`config.mk`:
```
export PLATFORM = sky130hd
export DESIGN_NAME = ofd_decoder
export DESIGN_NICKNAME = d
export VERILOG_FILES = /design/src/hdl/ofd_pkg.sv /design/src/hdl/ofd_dec_if.sv /design/src/hdl/ofd_field_dec.sv /design/src/hdl/ofd_operand_sel.sv /design/src/hdl/ofd_decoder.sv
export SDC_FILE = /design/constraint.sdc
export NUM_CORES = 1
export LEC_CHECK = 0
export ABC_AREA = 1
export ABC_CLOCK_PERIOD_IN_PS = 5650
export BUFFER_PORTS_ARGS = -buffer_cell sky130_fd_sc_hd__buf_4
export CORE_MARGIN = 3
export CORE_UTILIZATION = 55
export CTS_BUF_LIST = sky130_fd_sc_hd__clkbuf_8
export DETAILED_ROUTE_END_ITERATION = 10
export GPL_TIMING_DRIVEN = 0
export PLACE_DENSITY = 0.76
export SETUP_SLACK_MARGIN = 0.2
export SKIP_LAST_GASP = 1
export SYNTH_ARGS = -nofsm -noshare
export SYNTH_HDL_FRONTEND = slang
export SYNTH_SLANG_ARGS = --single-unit
```
`constraint.sdc`:
```
create_clock -name clock -period 5.65 [get_ports clock]
set_clock_uncertainty 0.05 [all_clocks]
set_input_delay 0.8475 -clock clock [delete_from_list [all_inputs] [get_ports clock]]
set_output_delay 0.8475 -clock clock [all_outputs]
set_load 0.03 [all_outputs]
```
`src/hdl/ofd_pkg.sv`:
```
// Shared constants and types for the operand field decoder
package ofd_pkg;

    localparam int BYTE_W  = 8;
    localparam int MAX_LEN = 6;
    localparam int LEN_W   = 3;
    localparam int CNT_W   = 2;
    localparam int ADDR_W  = 5;
    localparam int DATA_W  = 32;
    localparam int BE_W    = 4;

    // Register byte offsets
    localparam logic [ADDR_W-1:0] REG_CTRL   = 5'h00;
    localparam logic [ADDR_W-1:0] REG_STATUS = 5'h04;
    localparam logic [ADDR_W-1:0] REG_FIELDS = 5'h08;
    localparam logic [ADDR_W-1:0] REG_OPER   = 5'h0C;
    localparam logic [ADDR_W-1:0] REG_DISP   = 5'h10;
    localparam logic [ADDR_W-1:0] REG_IMM    = 5'h14;

    // Control register
    localparam int   CTRL_EN_BIT  = 0;
    localparam int   CTRL_ACK_BIT = 1;
    localparam logic CTRL_EN_RST  = 1'b1;

    // Status register
    localparam int STAT_DONE_BIT = 0;
    localparam int STAT_LEN_LSB  = 4;

    // Fields register
    localparam int FLD_OPC_LSB  = 0;
    localparam int FLD_DIR      = 6;
    localparam int FLD_SIZE     = 7;
    localparam int FLD_SEXT     = 8;
    localparam int FLD_CNT_CL   = 9;
    localparam int FLD_ZSET     = 10;
    localparam int FLD_MODE_LSB = 11;
    localparam int FLD_REG_LSB  = 13;
    localparam int FLD_RM_LSB   = 16;
    localparam int FLD_REG_EXT  = 19;
    localparam int FLD_REP      = 20;
    localparam int FLD_SHIFT    = 21;

    // Operand register
    localparam int OPR_REG_LSB  = 0;
    localparam int OPR_RM_LSB   = 4;
    localparam int OPR_RM_REG   = 8;
    localparam int OPR_BASE_LSB = 9;
    localparam int OPR_IDX_LSB  = 11;
    localparam int OPR_DIRECT   = 13;
    localparam int OPR_DISP_LSB = 14;
    localparam int OPR_IMM_LSB  = 16;
    localparam int OPR_REG_DST  = 18;

    // Byte positions inside the instruction
    localparam int POS_OPC   = 0;
    localparam int POS_MODRM = 1;
    localparam int POS_DISP  = 2;

    // Addressing form and register/memory codes
    localparam logic [1:0] MOD_MEM0  = 2'h0;
    localparam logic [1:0] MOD_MEM8  = 2'h1;
    localparam logic [1:0] MOD_MEM16 = 2'h2;
    localparam logic [1:0] MOD_REG   = 2'h3;
    localparam logic [2:0] RM_DIRECT = 3'h6;

    localparam logic [CNT_W-1:0] CNT_NONE = 2'h0;
    localparam logic [CNT_W-1:0] CNT_ONE  = 2'h1;
    localparam logic [CNT_W-1:0] CNT_TWO  = 2'h2;

    // First-byte classes handled by the length logic
    localparam logic [7:0] OPC_ALU_RM  = 8'b00???0??;
    localparam logic [7:0] OPC_IMM_GRP = 8'b100000??;
    localparam logic [7:0] OPC_MOV_RM  = 8'b100010??;
    localparam logic [7:0] OPC_MOV_IMM = 8'b1100011?;
    localparam logic [7:0] OPC_SHIFT   = 8'b110100??;
    localparam logic [7:0] OPC_REP     = 8'b1111001?;

    typedef enum logic [3:0] {
        ACC_LOW_BYTE, COUNT_LOW_BYTE, DATA_LOW_BYTE, BASE_LOW_BYTE,
        ACC_HIGH_BYTE, COUNT_HIGH_BYTE, DATA_HIGH_BYTE, BASE_HIGH_BYTE,
        ACCUMULATOR_WORD, COUNT_WORD, DATA_WORD, BASE_WORD,
        STACK_POINTER_WORD, FRAME_BASE_WORD, SOURCE_INDEX_WORD, DEST_INDEX_WORD
    } ofd_reg_e;

    typedef enum logic [1:0] {EA_NO_BASE, EA_BASE_WORD, EA_FRAME_WORD} ofd_base_e;
    typedef enum logic [1:0] {EA_NO_INDEX, EA_SOURCE_INDEX, EA_DEST_INDEX} ofd_index_e;
    typedef enum logic [2:0] {ST_OP, ST_CLS, ST_MODRM, ST_REST, ST_DONE} ofd_state_e;

endpackage : ofd_pkg

```
`src/hdl/ofd_dec_if.sv`:
```
// Decoded instruction fields passed between decoder modules
`timescale 1ns/1ps
interface ofd_dec_if;
    logic [7:0]               opByte;
    logic [7:0]               modByte;
    logic [5:0]               opcode;
    logic                     dirBit;
    logic                     sizeBit;
    logic                     sextBit;
    logic                     countBit;
    logic                     zBit;
    logic [1:0]               mode;
    logic [2:0]               regField;
    logic [2:0]               rmField;
    logic                     hasModrm;
    logic                     regIsExt;
    logic                     isShift;
    logic                     isRep;
    logic                     sextImm;
    logic [1:0]               immBytes;
    logic [1:0]               dispBytes;
    logic [2:0]               instrLen;
    ofd_pkg::ofd_reg_e        regOperand;
    ofd_pkg::ofd_reg_e        rmOperand;
    logic                     rmIsReg;
    ofd_pkg::ofd_base_e       eaBase;
    ofd_pkg::ofd_index_e      eaIndex;
    logic                     eaDirect;

    modport top (output opByte, modByte,
                 input opcode, dirBit, sizeBit, sextBit, countBit, zBit, mode,
                 regField, rmField, hasModrm, regIsExt, isShift, isRep, sextImm,
                 immBytes, dispBytes, instrLen, regOperand, rmOperand, rmIsReg,
                 eaBase, eaIndex, eaDirect);
    modport field (input opByte, modByte,
                   output opcode, dirBit, sizeBit, sextBit, countBit, zBit, mode,
                   regField, rmField, hasModrm, regIsExt, isShift, isRep, sextImm,
                   immBytes, dispBytes, instrLen);
    modport oper (input sizeBit, mode, regField, rmField,
                  output regOperand, rmOperand, rmIsReg, eaBase, eaIndex, eaDirect);
endinterface : ofd_dec_if

```
`src/hdl/ofd_field_dec.sv`:
```
// Field split, class and length decode of the leading two bytes
`timescale 1ns/1ps
module ofd_field_dec (
    ofd_dec_if.field dec
);
    logic [ofd_pkg::CNT_W-1:0] dispCnt;
    logic                      modrmNeeded;
    logic                      extSel;
    logic                      shiftSel;
    logic                      repSel;
    logic                      signExt;
    logic [ofd_pkg::CNT_W-1:0] immCnt;

    assign dec.opcode   = dec.opByte[7:2];                        // [RQ2]
    assign dec.dirBit   = dec.opByte[1];                          // [RQ18]
    assign dec.sizeBit  = dec.opByte[0];                          // [RQ18]
    assign dec.sextBit  = dec.opByte[1];
    assign dec.countBit = dec.opByte[1];
    assign dec.zBit     = dec.opByte[0];
    assign dec.mode     = dec.modByte[7:6];                       // [RQ18]
    assign dec.regField = dec.modByte[5:3];                       // [RQ18]
    assign dec.rmField  = dec.modByte[2:0];                       // [RQ18]

    always_comb begin
        modrmNeeded = 1'b0;
        extSel      = 1'b0;
        shiftSel    = 1'b0;
        repSel      = 1'b0;
        signExt     = 1'b0;
        immCnt      = ofd_pkg::CNT_NONE;
        casez (dec.opByte)
            ofd_pkg::OPC_ALU_RM, ofd_pkg::OPC_MOV_RM: begin
                modrmNeeded = 1'b1;
            end
            ofd_pkg::OPC_IMM_GRP: begin
                modrmNeeded = 1'b1;
                extSel      = 1'b1;                               // [RQ12]
                signExt     = dec.sextBit & dec.sizeBit;          // [RQ5]
                immCnt      = (dec.sizeBit && !dec.sextBit) ? ofd_pkg::CNT_TWO
                                                            : ofd_pkg::CNT_ONE;
            end
            ofd_pkg::OPC_MOV_IMM: begin
                modrmNeeded = 1'b1;
                extSel      = 1'b1;                               // [RQ12]
                immCnt      = dec.sizeBit ? ofd_pkg::CNT_TWO : ofd_pkg::CNT_ONE;
            end
            ofd_pkg::OPC_SHIFT: begin
                modrmNeeded = 1'b1;
                extSel      = 1'b1;
                shiftSel    = 1'b1;                               // [RQ6]
            end
            ofd_pkg::OPC_REP: begin
                repSel      = 1'b1;                               // [RQ7]
            end
            default: begin
                modrmNeeded = 1'b0;
            end
        endcase
    end

    always_comb begin
        if (dec.mode == ofd_pkg::MOD_MEM8) begin
            dispCnt = ofd_pkg::CNT_ONE;                           // [RQ8]
        end else if (dec.mode == ofd_pkg::MOD_MEM16) begin
            dispCnt = ofd_pkg::CNT_TWO;                           // [RQ8]
        end else if (dec.mode == ofd_pkg::MOD_MEM0 && dec.rmField == ofd_pkg::RM_DIRECT) begin
            dispCnt = ofd_pkg::CNT_TWO;                           // [RQ9]
        end else begin
            dispCnt = ofd_pkg::CNT_NONE;                          // [RQ8]
        end
    end

    assign dec.hasModrm  = modrmNeeded;
    assign dec.regIsExt  = extSel;
    assign dec.isShift   = shiftSel;
    assign dec.isRep     = repSel;
    assign dec.sextImm   = signExt;
    assign dec.immBytes  = immCnt;
    assign dec.dispBytes = modrmNeeded ? dispCnt : ofd_pkg::CNT_NONE;
    assign dec.instrLen  = ofd_pkg::LEN_W'(1) + ofd_pkg::LEN_W'(modrmNeeded)
                         + ofd_pkg::LEN_W'(dec.dispBytes)
                         + ofd_pkg::LEN_W'(immCnt);               // [RQ19] [RQ1]
endmodule : ofd_field_dec

```
`src/hdl/ofd_operand_sel.sv`:
```
// Register operand selection and effective address recipe
`timescale 1ns/1ps
module ofd_operand_sel (
    ofd_dec_if.oper dec
);
    function automatic ofd_pkg::ofd_reg_e regOf(input logic size, input logic [2:0] code);
        regOf = ofd_pkg::ofd_reg_e'({size, code});                // [RQ4] [RQ11]
    endfunction : regOf

    logic memDirect;

    assign dec.regOperand = regOf(dec.sizeBit, dec.regField);
    assign dec.rmOperand  = regOf(dec.sizeBit, dec.rmField);      // [RQ10]
    assign dec.rmIsReg    = (dec.mode == ofd_pkg::MOD_REG);       // [RQ10]
    assign memDirect      = (dec.mode == ofd_pkg::MOD_MEM0)
                          && (dec.rmField == ofd_pkg::RM_DIRECT);
    assign dec.eaDirect   = memDirect;                            // [RQ9] [RQ14]

    always_comb begin
        dec.eaBase  = ofd_pkg::EA_NO_BASE;
        dec.eaIndex = ofd_pkg::EA_NO_INDEX;
        if (dec.mode != ofd_pkg::MOD_REG && !memDirect) begin
            case (dec.rmField)                                    // [RQ13]
                3'h0: begin
                    dec.eaBase  = ofd_pkg::EA_BASE_WORD;
                    dec.eaIndex = ofd_pkg::EA_SOURCE_INDEX;
                end
                3'h1: begin
                    dec.eaBase  = ofd_pkg::EA_BASE_WORD;
                    dec.eaIndex = ofd_pkg::EA_DEST_INDEX;
                end
                3'h2: begin
                    dec.eaBase  = ofd_pkg::EA_FRAME_WORD;
                    dec.eaIndex = ofd_pkg::EA_SOURCE_INDEX;
                end
                3'h3: begin
                    dec.eaBase  = ofd_pkg::EA_FRAME_WORD;
                    dec.eaIndex = ofd_pkg::EA_DEST_INDEX;
                end
                3'h4: begin
                    dec.eaIndex = ofd_pkg::EA_SOURCE_INDEX;
                end
                3'h5: begin
                    dec.eaIndex = ofd_pkg::EA_DEST_INDEX;
                end
                3'h6: begin
                    dec.eaBase  = ofd_pkg::EA_FRAME_WORD;         // [RQ14]
                end
                default: begin
                    dec.eaBase  = ofd_pkg::EA_BASE_WORD;
                end
            endcase
        end
    end
endmodule : ofd_operand_sel

```
`src/hdl/ofd_decoder.sv`:
```
// Instruction leading-byte decoder with Avalon-MM register access
// Overview of operation
// [RQ1] Instructions span one to six bytes
// [RQ2] First byte's upper six bits are opcode
// [RQ3] Direction 1: selector operand is destination
// [RQ4] Size bit: 0 byte, 1 word
// [RQ5] Extend and word: sign-extend 8-bit immediate
// [RQ6] Count bit: 0 one, 1 count register
// [RQ7] Loop bit: 1 while zero set
// [RQ8] Addressing form selects displacement size or register
// [RQ9] Form 00 code 110: direct 16-bit address
// [RQ10] Register form: second field names register
// [RQ11] Eight register codes, size dependent
// [RQ12] Selector field may extend the opcode
// [RQ13] Memory codes map to base/index combinations
// [RQ14] Displacement forms add displacement; 110 frame
// [RQ15] Two-byte displacement is low then high
// [RQ16] One-byte displacement sign-extends to sixteen bits
// [RQ17] Immediate follows displacement, high byte second
// [RQ18] Fixed bit positions in first two bytes
// [RQ19] Report total instruction length
`timescale 1ns/1ps
module ofd_decoder (
    input  wire logic                        clock,
    input  wire logic                        rstn,
    input  wire logic [ofd_pkg::ADDR_W-1:0]  avs_address,
    input  wire logic                        avs_read,
    input  wire logic                        avs_write,
    input  wire logic [ofd_pkg::DATA_W-1:0]  avs_writedata,
    input  wire logic [ofd_pkg::BE_W-1:0]    avs_byteenable,
    output logic      [ofd_pkg::DATA_W-1:0]  avs_readdata,
    output logic                             avs_waitrequest,
    input  wire logic [ofd_pkg::BYTE_W-1:0]  fetchByte,
    input  wire logic                        fetchValid,
    output logic                             fetchReady,
    output logic                             decodeDone,
    output logic      [ofd_pkg::LEN_W-1:0]   instrLength
);
    ofd_dec_if dec ();

    ofd_field_dec u_field (
        .dec (dec.field)
    );

    ofd_operand_sel u_oper (
        .dec (dec.oper)
    );

    logic [ofd_pkg::BYTE_W-1:0]  instrBuf [ofd_pkg::MAX_LEN];
    ofd_pkg::ofd_state_e         state_r;
    ofd_pkg::ofd_state_e         state_nxt;
    logic [ofd_pkg::LEN_W-1:0]   count_r;
    logic [ofd_pkg::LEN_W-1:0]   count_nxt;
    logic                        enable_r;
    logic                        waitReq_r;
    logic [ofd_pkg::DATA_W-1:0]  readData_r;
    logic                        fetchReady_r;
    logic                        fetchReady_nxt;
    logic                        done_r;
    logic [ofd_pkg::LEN_W-1:0]   len_r;
    logic [ofd_pkg::DATA_W-1:0]  fields_r;
    logic [ofd_pkg::DATA_W-1:0]  oper_r;
    logic [15:0]                 disp_r;
    logic [15:0]                 imm_r;

    wire                         accept;
    wire                         busDone;
    wire                         ctrlWrite;
    wire                         ackWrite;
    wire                         finish;
    wire [ofd_pkg::LEN_W-1:0]    immPos;
    wire [ofd_pkg::BYTE_W-1:0]   dispLo;
    wire [ofd_pkg::BYTE_W-1:0]   dispHi;
    wire [ofd_pkg::BYTE_W-1:0]   immLo;
    wire [ofd_pkg::BYTE_W-1:0]   immHi;
    wire [15:0]                  dispVal;
    wire [15:0]                  immVal;
    logic [ofd_pkg::DATA_W-1:0]  fieldsVal;
    logic [ofd_pkg::DATA_W-1:0]  operVal;
    wire [ofd_pkg::DATA_W-1:0]   readMux;

    function automatic logic [ofd_pkg::BYTE_W-1:0] pickByte(input logic [ofd_pkg::LEN_W-1:0] idx);
        pickByte = (int'(idx) < ofd_pkg::MAX_LEN) ? instrBuf[idx] : 8'h00;
    endfunction : pickByte

    // Byte collection
    assign accept    = fetchValid && fetchReady_r;
    assign dec.opByte  = instrBuf[ofd_pkg::POS_OPC];
    assign dec.modByte = instrBuf[ofd_pkg::POS_MODRM];
    assign finish    = (state_r == ofd_pkg::ST_CLS && !dec.hasModrm)
                    || (state_r == ofd_pkg::ST_REST && count_r == dec.instrLen);   // [RQ19]

    // Bus handshake
    assign busDone   = (avs_read || avs_write) && !waitReq_r;
    assign ctrlWrite = avs_write && !waitReq_r && (avs_address == ofd_pkg::REG_CTRL)
                     && avs_byteenable[0];
    assign ackWrite  = ctrlWrite && avs_writedata[ofd_pkg::CTRL_ACK_BIT];

    always_comb begin
        state_nxt = state_r;
        count_nxt = count_r;
        case (state_r)
            ofd_pkg::ST_OP: begin
                if (accept) begin
                    state_nxt = ofd_pkg::ST_CLS;
                    count_nxt = ofd_pkg::LEN_W'(1);
                end
            end
            ofd_pkg::ST_CLS: begin
                state_nxt = dec.hasModrm ? ofd_pkg::ST_MODRM : ofd_pkg::ST_DONE;
            end
            ofd_pkg::ST_MODRM: begin
                if (accept) begin
                    state_nxt = ofd_pkg::ST_REST;
                    count_nxt = count_r + ofd_pkg::LEN_W'(1);
                end
            end
            ofd_pkg::ST_REST: begin
                if (finish) begin
                    state_nxt = ofd_pkg::ST_DONE;
                end else if (accept) begin
                    count_nxt = count_r + ofd_pkg::LEN_W'(1);    // [RQ1]
                end
            end
            default: begin
                if (ackWrite) begin
                    state_nxt = ofd_pkg::ST_OP;
                    count_nxt = '0;
                end
            end
        endcase
    end

    assign fetchReady_nxt = enable_r && ((state_nxt == ofd_pkg::ST_OP)
                          || (state_nxt == ofd_pkg::ST_MODRM)
                          || (state_nxt == ofd_pkg::ST_REST && state_r == ofd_pkg::ST_REST
                              && count_nxt < dec.instrLen));

    // Displacement and immediate assembly
    assign dispLo  = pickByte(ofd_pkg::LEN_W'(ofd_pkg::POS_DISP));
    assign dispHi  = pickByte(ofd_pkg::LEN_W'(ofd_pkg::POS_DISP + 1));
    assign dispVal = (dec.dispBytes == ofd_pkg::CNT_TWO) ? {dispHi, dispLo}           // [RQ15]
                   : (dec.dispBytes == ofd_pkg::CNT_ONE) ? {{8{dispLo[7]}}, dispLo}   // [RQ16]
                   : 16'h0000;
    assign immPos  = ofd_pkg::LEN_W'(ofd_pkg::POS_DISP) + ofd_pkg::LEN_W'(dec.dispBytes); // [RQ17]
    assign immLo   = pickByte(immPos);
    assign immHi   = pickByte(immPos + ofd_pkg::LEN_W'(1));
    assign immVal  = (dec.immBytes == ofd_pkg::CNT_TWO) ? {immHi, immLo}              // [RQ17]
                   : (dec.immBytes == ofd_pkg::CNT_NONE) ? 16'h0000
                   : dec.sextImm ? {{8{immLo[7]}}, immLo}                             // [RQ5]
                   : {8'h00, immLo};

    always_comb begin
        fieldsVal = '0;
        fieldsVal[ofd_pkg::FLD_OPC_LSB +: 6]  = dec.opcode;                // [RQ2]
        fieldsVal[ofd_pkg::FLD_DIR]           = dec.dirBit;
        fieldsVal[ofd_pkg::FLD_SIZE]          = dec.sizeBit;               // [RQ4]
        fieldsVal[ofd_pkg::FLD_SEXT]          = dec.sextImm;               // [RQ5]
        fieldsVal[ofd_pkg::FLD_CNT_CL]        = dec.isShift && dec.countBit; // [RQ6]
        fieldsVal[ofd_pkg::FLD_ZSET]          = dec.isRep && dec.zBit;     // [RQ7]
        fieldsVal[ofd_pkg::FLD_MODE_LSB +: 2] = dec.mode;
        fieldsVal[ofd_pkg::FLD_REG_LSB +: 3]  = dec.regField;
        fieldsVal[ofd_pkg::FLD_RM_LSB +: 3]   = dec.rmField;
        fieldsVal[ofd_pkg::FLD_REG_EXT]       = dec.regIsExt;              // [RQ12]
        fieldsVal[ofd_pkg::FLD_REP]           = dec.isRep;
        fieldsVal[ofd_pkg::FLD_SHIFT]         = dec.isShift;
        if (!dec.hasModrm) begin
            fieldsVal[ofd_pkg::FLD_MODE_LSB +: 8] = '0;
        end
    end

    always_comb begin
        operVal = '0;
        if (dec.hasModrm) begin
            operVal[ofd_pkg::OPR_REG_LSB +: 4]  = dec.regIsExt ? 4'h0 : dec.regOperand; // [RQ12]
            operVal[ofd_pkg::OPR_RM_LSB +: 4]   = dec.rmIsReg ? dec.rmOperand : 4'h0;   // [RQ10]
            operVal[ofd_pkg::OPR_RM_REG]        = dec.rmIsReg;
            operVal[ofd_pkg::OPR_BASE_LSB +: 2] = dec.eaBase;                // [RQ13]
            operVal[ofd_pkg::OPR_IDX_LSB +: 2]  = dec.eaIndex;               // [RQ13]
            operVal[ofd_pkg::OPR_DIRECT]        = dec.eaDirect;              // [RQ9]
            operVal[ofd_pkg::OPR_DISP_LSB +: 2] = dec.dispBytes;             // [RQ8]
            operVal[ofd_pkg::OPR_REG_DST]       = dec.dirBit && !dec.regIsExt; // [RQ3]
        end
        operVal[ofd_pkg::OPR_IMM_LSB +: 2] = dec.immBytes;
    end

    // Register read selection
    assign readMux = (avs_address == ofd_pkg::REG_CTRL)   ? {31'h00000000, enable_r}
                   : (avs_address == ofd_pkg::REG_STATUS) ? (ofd_pkg::DATA_W'(done_r)
                        | (ofd_pkg::DATA_W'(len_r) << ofd_pkg::STAT_LEN_LSB))
                   : (avs_address == ofd_pkg::REG_FIELDS) ? fields_r
                   : (avs_address == ofd_pkg::REG_OPER)   ? oper_r
                   : (avs_address == ofd_pkg::REG_DISP)   ? {16'h0000, disp_r}
                   : (avs_address == ofd_pkg::REG_IMM)    ? {16'h0000, imm_r}
                   : 32'h00000000;

    always_ff @(posedge clock or negedge rstn) begin
        if (!rstn) begin
            for (int i = 0; i < ofd_pkg::MAX_LEN; i++) begin
                instrBuf[i] <= 8'h00;
            end
        end else if (accept) begin
            instrBuf[count_r] <= fetchByte;
        end
    end

    always_ff @(posedge clock or negedge rstn) begin
        if (!rstn) begin
            state_r      <= ofd_pkg::ST_OP;
            count_r      <= '0;
            fetchReady_r <= 1'b0;
            done_r       <= 1'b0;
        end else begin
            state_r      <= state_nxt;
            count_r      <= count_nxt;
            fetchReady_r <= fetchReady_nxt;
            done_r       <= (state_nxt == ofd_pkg::ST_DONE);
        end
    end

    always_ff @(posedge clock or negedge rstn) begin
        if (!rstn) begin
            len_r    <= '0;
            fields_r <= '0;
            oper_r   <= '0;
            disp_r   <= 16'h0000;
            imm_r    <= 16'h0000;
        end else if (finish) begin
            len_r    <= dec.instrLen;                                      // [RQ19]
            fields_r <= fieldsVal;
            oper_r   <= operVal;
            disp_r   <= dispVal;
            imm_r    <= immVal;
        end
    end

    always_ff @(posedge clock or negedge rstn) begin
        if (!rstn) begin
            enable_r   <= ofd_pkg::CTRL_EN_RST;
            waitReq_r  <= 1'b1;
            readData_r <= '0;
        end else begin
            waitReq_r  <= !((avs_read || avs_write) && waitReq_r);
            if ((avs_read || avs_write) && waitReq_r) begin
                readData_r <= avs_read ? readMux : 32'h00000000;
            end
            if (ctrlWrite) begin
                enable_r <= avs_writedata[ofd_pkg::CTRL_EN_BIT];
            end
        end
    end

    assign avs_readdata    = readData_r;
    assign avs_waitrequest = waitReq_r;
    assign fetchReady      = fetchReady_r;
    assign decodeDone      = done_r;
    assign instrLength     = len_r;
endmodule : ofd_decoder

```
## After elaboration in Yosys (flattened, before gate mapping)

Index checks and enable logic that the tools add are counted.

| operators by class | value |
|---|---|
| $add $sub $neg | 6 |
| magnitude comparators | 7 |
| eq/ne operators | 30 |
| mux-type cells | 55 |
| bitwise gates (word level) | 5 |
| reduce and logical (&&, ||, !) cells | 41 |

Operators by type and width:

| cell | number |
|---|---|
| 2-to-1 mux 16 bit | 8 |
| 2-to-1 mux 22 bit | 4 |
| 2-to-1 mux 8 bit | 8 |
| binary-select mux 8 bit (select 3 bit) | 2 |
| bitwise mux 48 bit | 1 |
| 2-to-1 mux 3 bit | 9 |
| demux 8 bit (select 3 bit) | 1 |
| case mux 3 bit (4 select lines) | 2 |
| 2-to-1 mux 19 bit | 1 |
| == test 3 x 2 -> 1 bit (second input constant) | 6 |
| == test 6 bit (second input constant) | 3 |
| logical AND 1 bit | 18 |
| 2-to-1 mux 2 bit | 8 |
| == test 7 bit (second input constant) | 2 |
| == test 3 bit (second input constant) | 4 |
| greater-or-equal comparator 4 bit (second input constant) | 3 |
| logical NOT 3 bit | 4 |
| NOT 3 -> 4 bit | 3 |
| case mux 2 bit (2 select lines) | 3 |
| OR reduction 3 bit | 4 |
| == test 5 x 4 -> 1 bit (second input constant) | 2 |
| == test 5 bit (second input constant) | 2 |
| == test 2 bit (second input constant) | 4 |
| 2-to-1 mux 4 bit | 2 |
| other kinds (21) | 40 |

| storage, ports and cells | value |
|---|---|
| flip-flop bits (word level) | 166 |
| input port bits | 54 |
| output and inout port bits | 38 |
| logic and storage cells | 162 |

## Depth between registers and ports, before layout

| depth | value |
|---|---|
| depth after elaboration | 18 |
| mapped depth | 27 |
| depth with buffers taken out | 26 |

## Modules after synthesis

Synthesis repeated with hierarchy kept, for this count alone.

| second synthesis, totals | value |
|---|---|
| cells, all modules | 997 |
| area total of the unflattened synthesis | 8099.0 µm² |

Modules (own cells, without submodules):

| module | instances | cells an instance | area an instance (µm²) | sequential area each (µm²) |
|---|---|---|---|---|
| ofd_decoder | 1 | 904 | 7537.2 | 3906.2 |
| ofd_field_dec | 1 | 67 | 426.7 | 0.0 |
| ofd_operand_sel | 1 | 26 | 135.1 | 0.0 |

## Least setup slack after synthesis

Ideal clock, no wire load.

| timing | value |
|---|---|
| path kind | register to register |
| start point | reg instrBuf, in the netlist dec.opByte[2] |
| end point | reg fetchReady_r, in the netlist fetchReady |
| setup time | 0.077 ns |
| arrival time | 3.609 ns |
| required time | 5.523 ns |
| slack | 1.914 ns |
| cell stages (with the launch flop) | 23 |
| buffers on the path | 1 |
| clock period less this slack | 3.736 ns |
| cells stage by stage | dfrtp_1 nor2_1 inv_1 nor2_1 o21ai_2 nand2_4 nand2_2 inv_2 buf_2 fa_1 ha_1 xnor2_1 nand3_1 nand2_2 inv_2 nand2_1 o2111ai_1 ha_1 a21oi_1 nand2_1 a21oi_1 nand2_1 a21oi_1 |

| between the ends | value |
|---|---|
| elaborated cells between the ends (all ways) | 31 |
| classes of those cells | add/sub: 3; order compare: 1; eq/ne: 7; mux: 8; reduce/logical: 12 |

RTL lines:

| what | line | text |
|---|---|---|
| start: declaration | ofd_decoder.sv:49 | `logic [ofd_pkg::BYTE_W-1:0] instrBuf [ofd_pkg::MAX_LEN];` |
| start signal: indexed assignment | ofd_decoder.sv:203 | `instrBuf[count_r] <= fetchByte;` |
| == test 7 bit, or another cell as far along | ofd_field_dec.sv:31 | `casez (dec.opByte)` |
| OR reduction 5 bit (no source line) | - |  |
| 2-to-1 mux 1 bit | ofd_field_dec.sv:31 |  |
| adder 1 x 1 -> 2 bit / 2-to-1 mux 2 bit (equally long branches) | ofd_field_dec.sv:80, ofd_field_dec.sv:79 |  |
| adder 3 x 2 -> 3 bit | ofd_field_dec.sv:81 | `+ ofd_pkg::LEN_W'(dec.dispBytes)` |
| adder 3 x 2 -> 3 bit (*) | ofd_field_dec.sv:82 | `+ ofd_pkg::LEN_W'(immCnt);` |
| net dec.instrLen[1] | ofd_dec_if.sv:22 | `logic [2:0] instrLen;` |
| == test 3 bit (*) | ofd_decoder.sv:91 | `\|\| (state_r == ofd_pkg::ST_REST && count_r == dec.instrLen);` |
| (+2 left out) | - |  |
| 2-to-1 mux 3 bit (*) | ofd_decoder.sv:119 | `if (finish) begin` |
| case mux 3 bit (4 select lines) (*) | ofd_decoder.sv:102 | `case (state_r)` |
| net count_nxt, one bit | ofd_decoder.sv:53 | `logic [ofd_pkg::LEN_W-1:0] count_nxt;` |
| < comparator 3 bit (*) | ofd_decoder.sv:137 | `&& count_nxt < dec.instrLen));` |
| logical AND 1 bit (*) | ofd_decoder.sv:137 |  |
| logical OR 1 bit (*) | ofd_decoder.sv:136 | `\|\| (state_nxt == ofd_pkg::ST_REST && state_r == ofd_pkg::ST_REST` |
| logical AND 1 bit (*) | ofd_decoder.sv:134 | `assign fetchReady_nxt = enable_r && ((state_nxt == ofd_pkg::ST_OP)` |
| net fetchReady_nxt | ofd_decoder.sv:58 | `logic fetchReady_nxt;` |
| end signal: assignment | ofd_decoder.sv:216 | `fetchReady_r <= fetchReady_nxt;` |
| end: declaration | ofd_decoder.sv:57 | `logic fetchReady_r;` |

The timed path passes the listed nets; every way through them passes the cells marked *.
A chain may end at the register's enable or synchronous reset.

## Worst setup path after layout

| timing | value |
|---|---|
| start point | reg instrBuf, in the netlist dec.opByte[2] |
| end point | reg fetchReady_r, in the netlist fetchReady |

| between the ends | value |
|---|---|
| elaborated cells between the ends (all ways) | 31 |
| classes of those cells | add/sub: 3; order compare: 1; eq/ne: 7; mux: 8; reduce/logical: 12 |

RTL lines:

| what | line |
|---|---|
| == test 7 bit, or another cell as far along | ofd_field_dec.sv:31 |
| OR reduction 5 bit (no source line) | - |
| 2-to-1 mux 1 bit | ofd_field_dec.sv:31 |
| adder 1 x 1 -> 2 bit / 2-to-1 mux 2 bit (equally long branches) | ofd_field_dec.sv:80, ofd_field_dec.sv:79 |
| adder 3 x 2 -> 3 bit | ofd_field_dec.sv:81 |
| adder 3 x 2 -> 3 bit | ofd_field_dec.sv:82 |
| == test 3 bit | ofd_decoder.sv:91 |
| logical AND 1 bit | ofd_decoder.sv:91 |
| logical OR 1 bit (*) | ofd_decoder.sv:91 |
| 2-to-1 mux 3 bit (*) | ofd_decoder.sv:119 |
| case mux 3 bit (4 select lines) (*) | ofd_decoder.sv:102 |
| net count_nxt, one bit | ofd_decoder.sv:53 |
| < comparator 3 bit (*) | ofd_decoder.sv:137 |
| logical AND 1 bit (*) | ofd_decoder.sv:137 |
| logical OR 1 bit (*) | ofd_decoder.sv:136 |
| logical AND 1 bit (*) | ofd_decoder.sv:134 |
| net fetchReady_nxt | ofd_decoder.sv:58 |

Marks and branches as above.

==> reports/metrics.cfg <==
[run_status]
outcome=finished clean

[place]
port_buffers=48
routabilityCongestion=1.00
dp_hpwl_um=16600
postPlaceCellArea_mm2=0.00857

[cts]
cts.sinks=156
cts_hold_buf=0
clk_pin_slew_worst_paths_ns=0.08
cts_root_buf=clkbuf_8
cts_tree=done
numCtsBuffers=17
clkLatencyLatePin_ns=0.47
ctsResizeCount=0
cts_setup_buffers=0
cts_htree_levels=4
clock_path_buffers=2

[yosys]
syn_area_per_cell_um2=8.22
ys.flop_type=dfrtp_1
synth_cell_type_count=46
syn_area_mm2=0.00792
synth_edf_count=0
ys.warnings.count=0
yosysSeqAreaShare_pct=49.3
netlist_instances=963
ys_async_sr_fraction_pct=100
synth-seq-cells=156

[timing]
finalHoldViolations=0
rsz0062_at_grt=false
fin_crit_sh_pct=81.0
fin_crit_ns=4.58
hold_ws_ns=0.376
finalSetupTns_ns=0
drv_slew=0
max_freq_mhz=218
finalSetupViolCount=0
worst_slew_pin_slew_ns=0.785
relSlewSlack_pct=47.7

[critical_path]
worstSetupStartpointType=flip-flop
r2r_cells=26
worst-r2r-setup-slack_ns=1.07
timing.rr.start=dec.opByte[2]$_DFFE_PN0P_
arrival_ns=4.92
path_max_fanout=12
cp_common_cell=nand2_1
crit_path_top_delay_cell=dfrtp_1
cp.required_ns=5.99
critPathMaxStageDelay_ns=0.47
reg2reg_to=fetchReady$_DFF_PN0_
crit_path_end_kind=flip-flop
critical_path_class=flip-flop to flip-flop

[floorplan]
fp.dieArea_mm2=0.0159
core_area_mm2=0.0140
ios=92
fp-row-count=43
die_y_um=126
die_w_um=126
start_util_pct=56.6

[global_routing]
grt_antenna_before_repair=0
grt_pass1_wl_um=35200
grt_pass1_vias=6434
grt_use_total_pct=28.6
grt_max_degree=86
overflow=0

[layout]
final_util_pct=64.1
fillers=1276
final_common_cell=nand2_1
final_layout_size_suffix_gt1_share_pct=15.2
area.sequential_mm2=0.00391
nNetsFinal=1104
antenna_cells=0
layout_common_cells=nand2_1 (219), dfrtp_1 (154), o21ai_0 (135)
stdcell_area_mm2=0.00897
multiInputGateArea_mm2=0.00327
area_growth_pct=13.3

[detailed_routing]
drt_iter0_drc=731
vias=6929
firstDrtPassIters=5
wl_um=21900
vias_per_cell=5.62
antenna_left=0
drc=0
routedWlPerCell_um=17.8

[power]
p_leak_uw=0.00423
sequentialPowerShare_pct=44.3
power_density_mw_per_mm2=337
p_total_uw=3020
pwr-share-clk_pct=28.4
p_switching_uw=1070
pwr-share-comb_pct=27.3
ir_worst_vdd_mv=0.265
internal_power_uw=1950
swShare_pct=35.5

[hold_path]
hp-class=input port to asynchronous set/reset pin

[flow_run]
cap_violations=0

[critical path, delay by kind of cell (launching register included)]
family,cells,cell delay (ns)
adders and majority gates,3,1.04
and+or+nand+nor,13,1.63
DFF,1,0.47
buffers and inverters,5,0.63
AOI/OAI and AO/OA,5,0.69
[Yosys cell counts, types with 4 or more instances]
library cell  instances  share of area (%)
nor2_1               39                1.8
ha_1                  8                1.3
o22ai_1              16                1.3
inv_1               109                5.2
inv_2                12               0.57
buf_2                11               0.70
a21oi_2               7               0.77
a32o_1                5               0.63
nand2_2               5               0.40
nor2_2                5               0.40
buf_4                13                1.2
clkbuf_1             20               0.95
nand3b_1              9               0.85
o221ai_1              4               0.44
o21ai_0             135                8.5
dfrtp_1             154                 49
nand3_2               5               0.63
nor2_4                4               0.57
a211oi_1             10               0.95
o21ai_1              24                1.5
a21oi_1              24                1.5
nand3_1              73                4.6
nand4_1               4               0.32
o211ai_1              4               0.38
nand2_1             219                 10
buf_6                 7                1.0
[area by class of cell]
| type | instances | area share (%) |
|---|---|---|
| clock inverter | 13 | 1.70 |
| inverter | 123 | 5.15 |
| clock buffer | 18 | 2.76 |
| buffer | 53 | 3.50 |
| multi-input combinational | 640 | 36.5 |
| timing repair buffer | 49 | 4.37 |
| sequential | 156 | 43.5 |
| tap | 180 | 2.51 |
[kinds of logic after synthesis]
logic type | count (synthesis) | synth area share, %
buffers and inverters | 176 | 9.80
AO/OA/AOI/OAI | 242 | 17.5
AND/OR/NAND/NOR | 374 | 21.1
flip-flops | 156 | 49.3
other | 1 | 0.0474
XOR/XNOR | 3 | 0.332
adder cells (fa/ha/maj) | 10 | 1.77
multiplexers | 1 | 0.142
[power by group through the flow]
stage | clock network, uW | logic, uW | registers [uW]
2_1_floorplan | 0 | 564 | 1350
5_1_grt | 912 | 923 | 1350
6_report | 859 | 824 | 1340
3_3_place_gp | 0 | 799 | 1350
3_5_place_dp | 0 | 813 | 1350
4_1_cts | 864 | 815 | 1330
[state kept, by name, summed over array words and instances, names as in the netlist]
signal / count
enable_r: 1
decodeDone: 1
fields_r: 22
instrLength: 3
instrBuf: 16
state_r: 3
imm_r: 16
disp_r: 16
dispLo: 8
avs_readdata: 22
oper_r: 19
count_r: 3
fetchReady: 1
avs_waitrequest: 1
dec.modByte: 8
dispHi: 8
dec.opByte: 8
[stage by stage]
stage	setup WS (ns)	instances
after floorplan	1.91	972
after global routing	0.662	1232
final	1.07	1232
after CTS	1.12	1232
after global placement	1.21	1200
after detailed placement	1.15	1201
[per-layer routing]
layer	GRT usage, %	share of wire [%]	vias up
met5	0	0	-
li1	-	-	3310
met1	41.8	44	3273
met2	43.5	45	301
met4	7.89	2.4	0
met3	6.23	7.7	45
[worst max path at each step]
stage	end	depth (start not counted)	startpoint	slack (ns)
2_1_floorplan	fetchReady$_DFF_PN0_	22	dec.opByte[2]$_DFFE_PN0P_	1.91
5_1_grt	fetchReady$_DFF_PN0_	26	dec.opByte[2]$_DFFE_PN0P_	0.66
4_1_cts	fetchReady$_DFF_PN0_	26	dec.opByte[2]$_DFFE_PN0P_	1.12
3_3_place_gp	fetchReady$_DFF_PN0_	22	dec.opByte[2]$_DFFE_PN0P_	1.21
6_report	fetchReady$_DFF_PN0_	26	dec.opByte[2]$_DFFE_PN0P_	1.07
3_5_place_dp	fetchReady$_DFF_PN0_	26	dec.opByte[2]$_DFFE_PN0P_	1.15
Note: power is estimated with default switching activity, not from simulation.
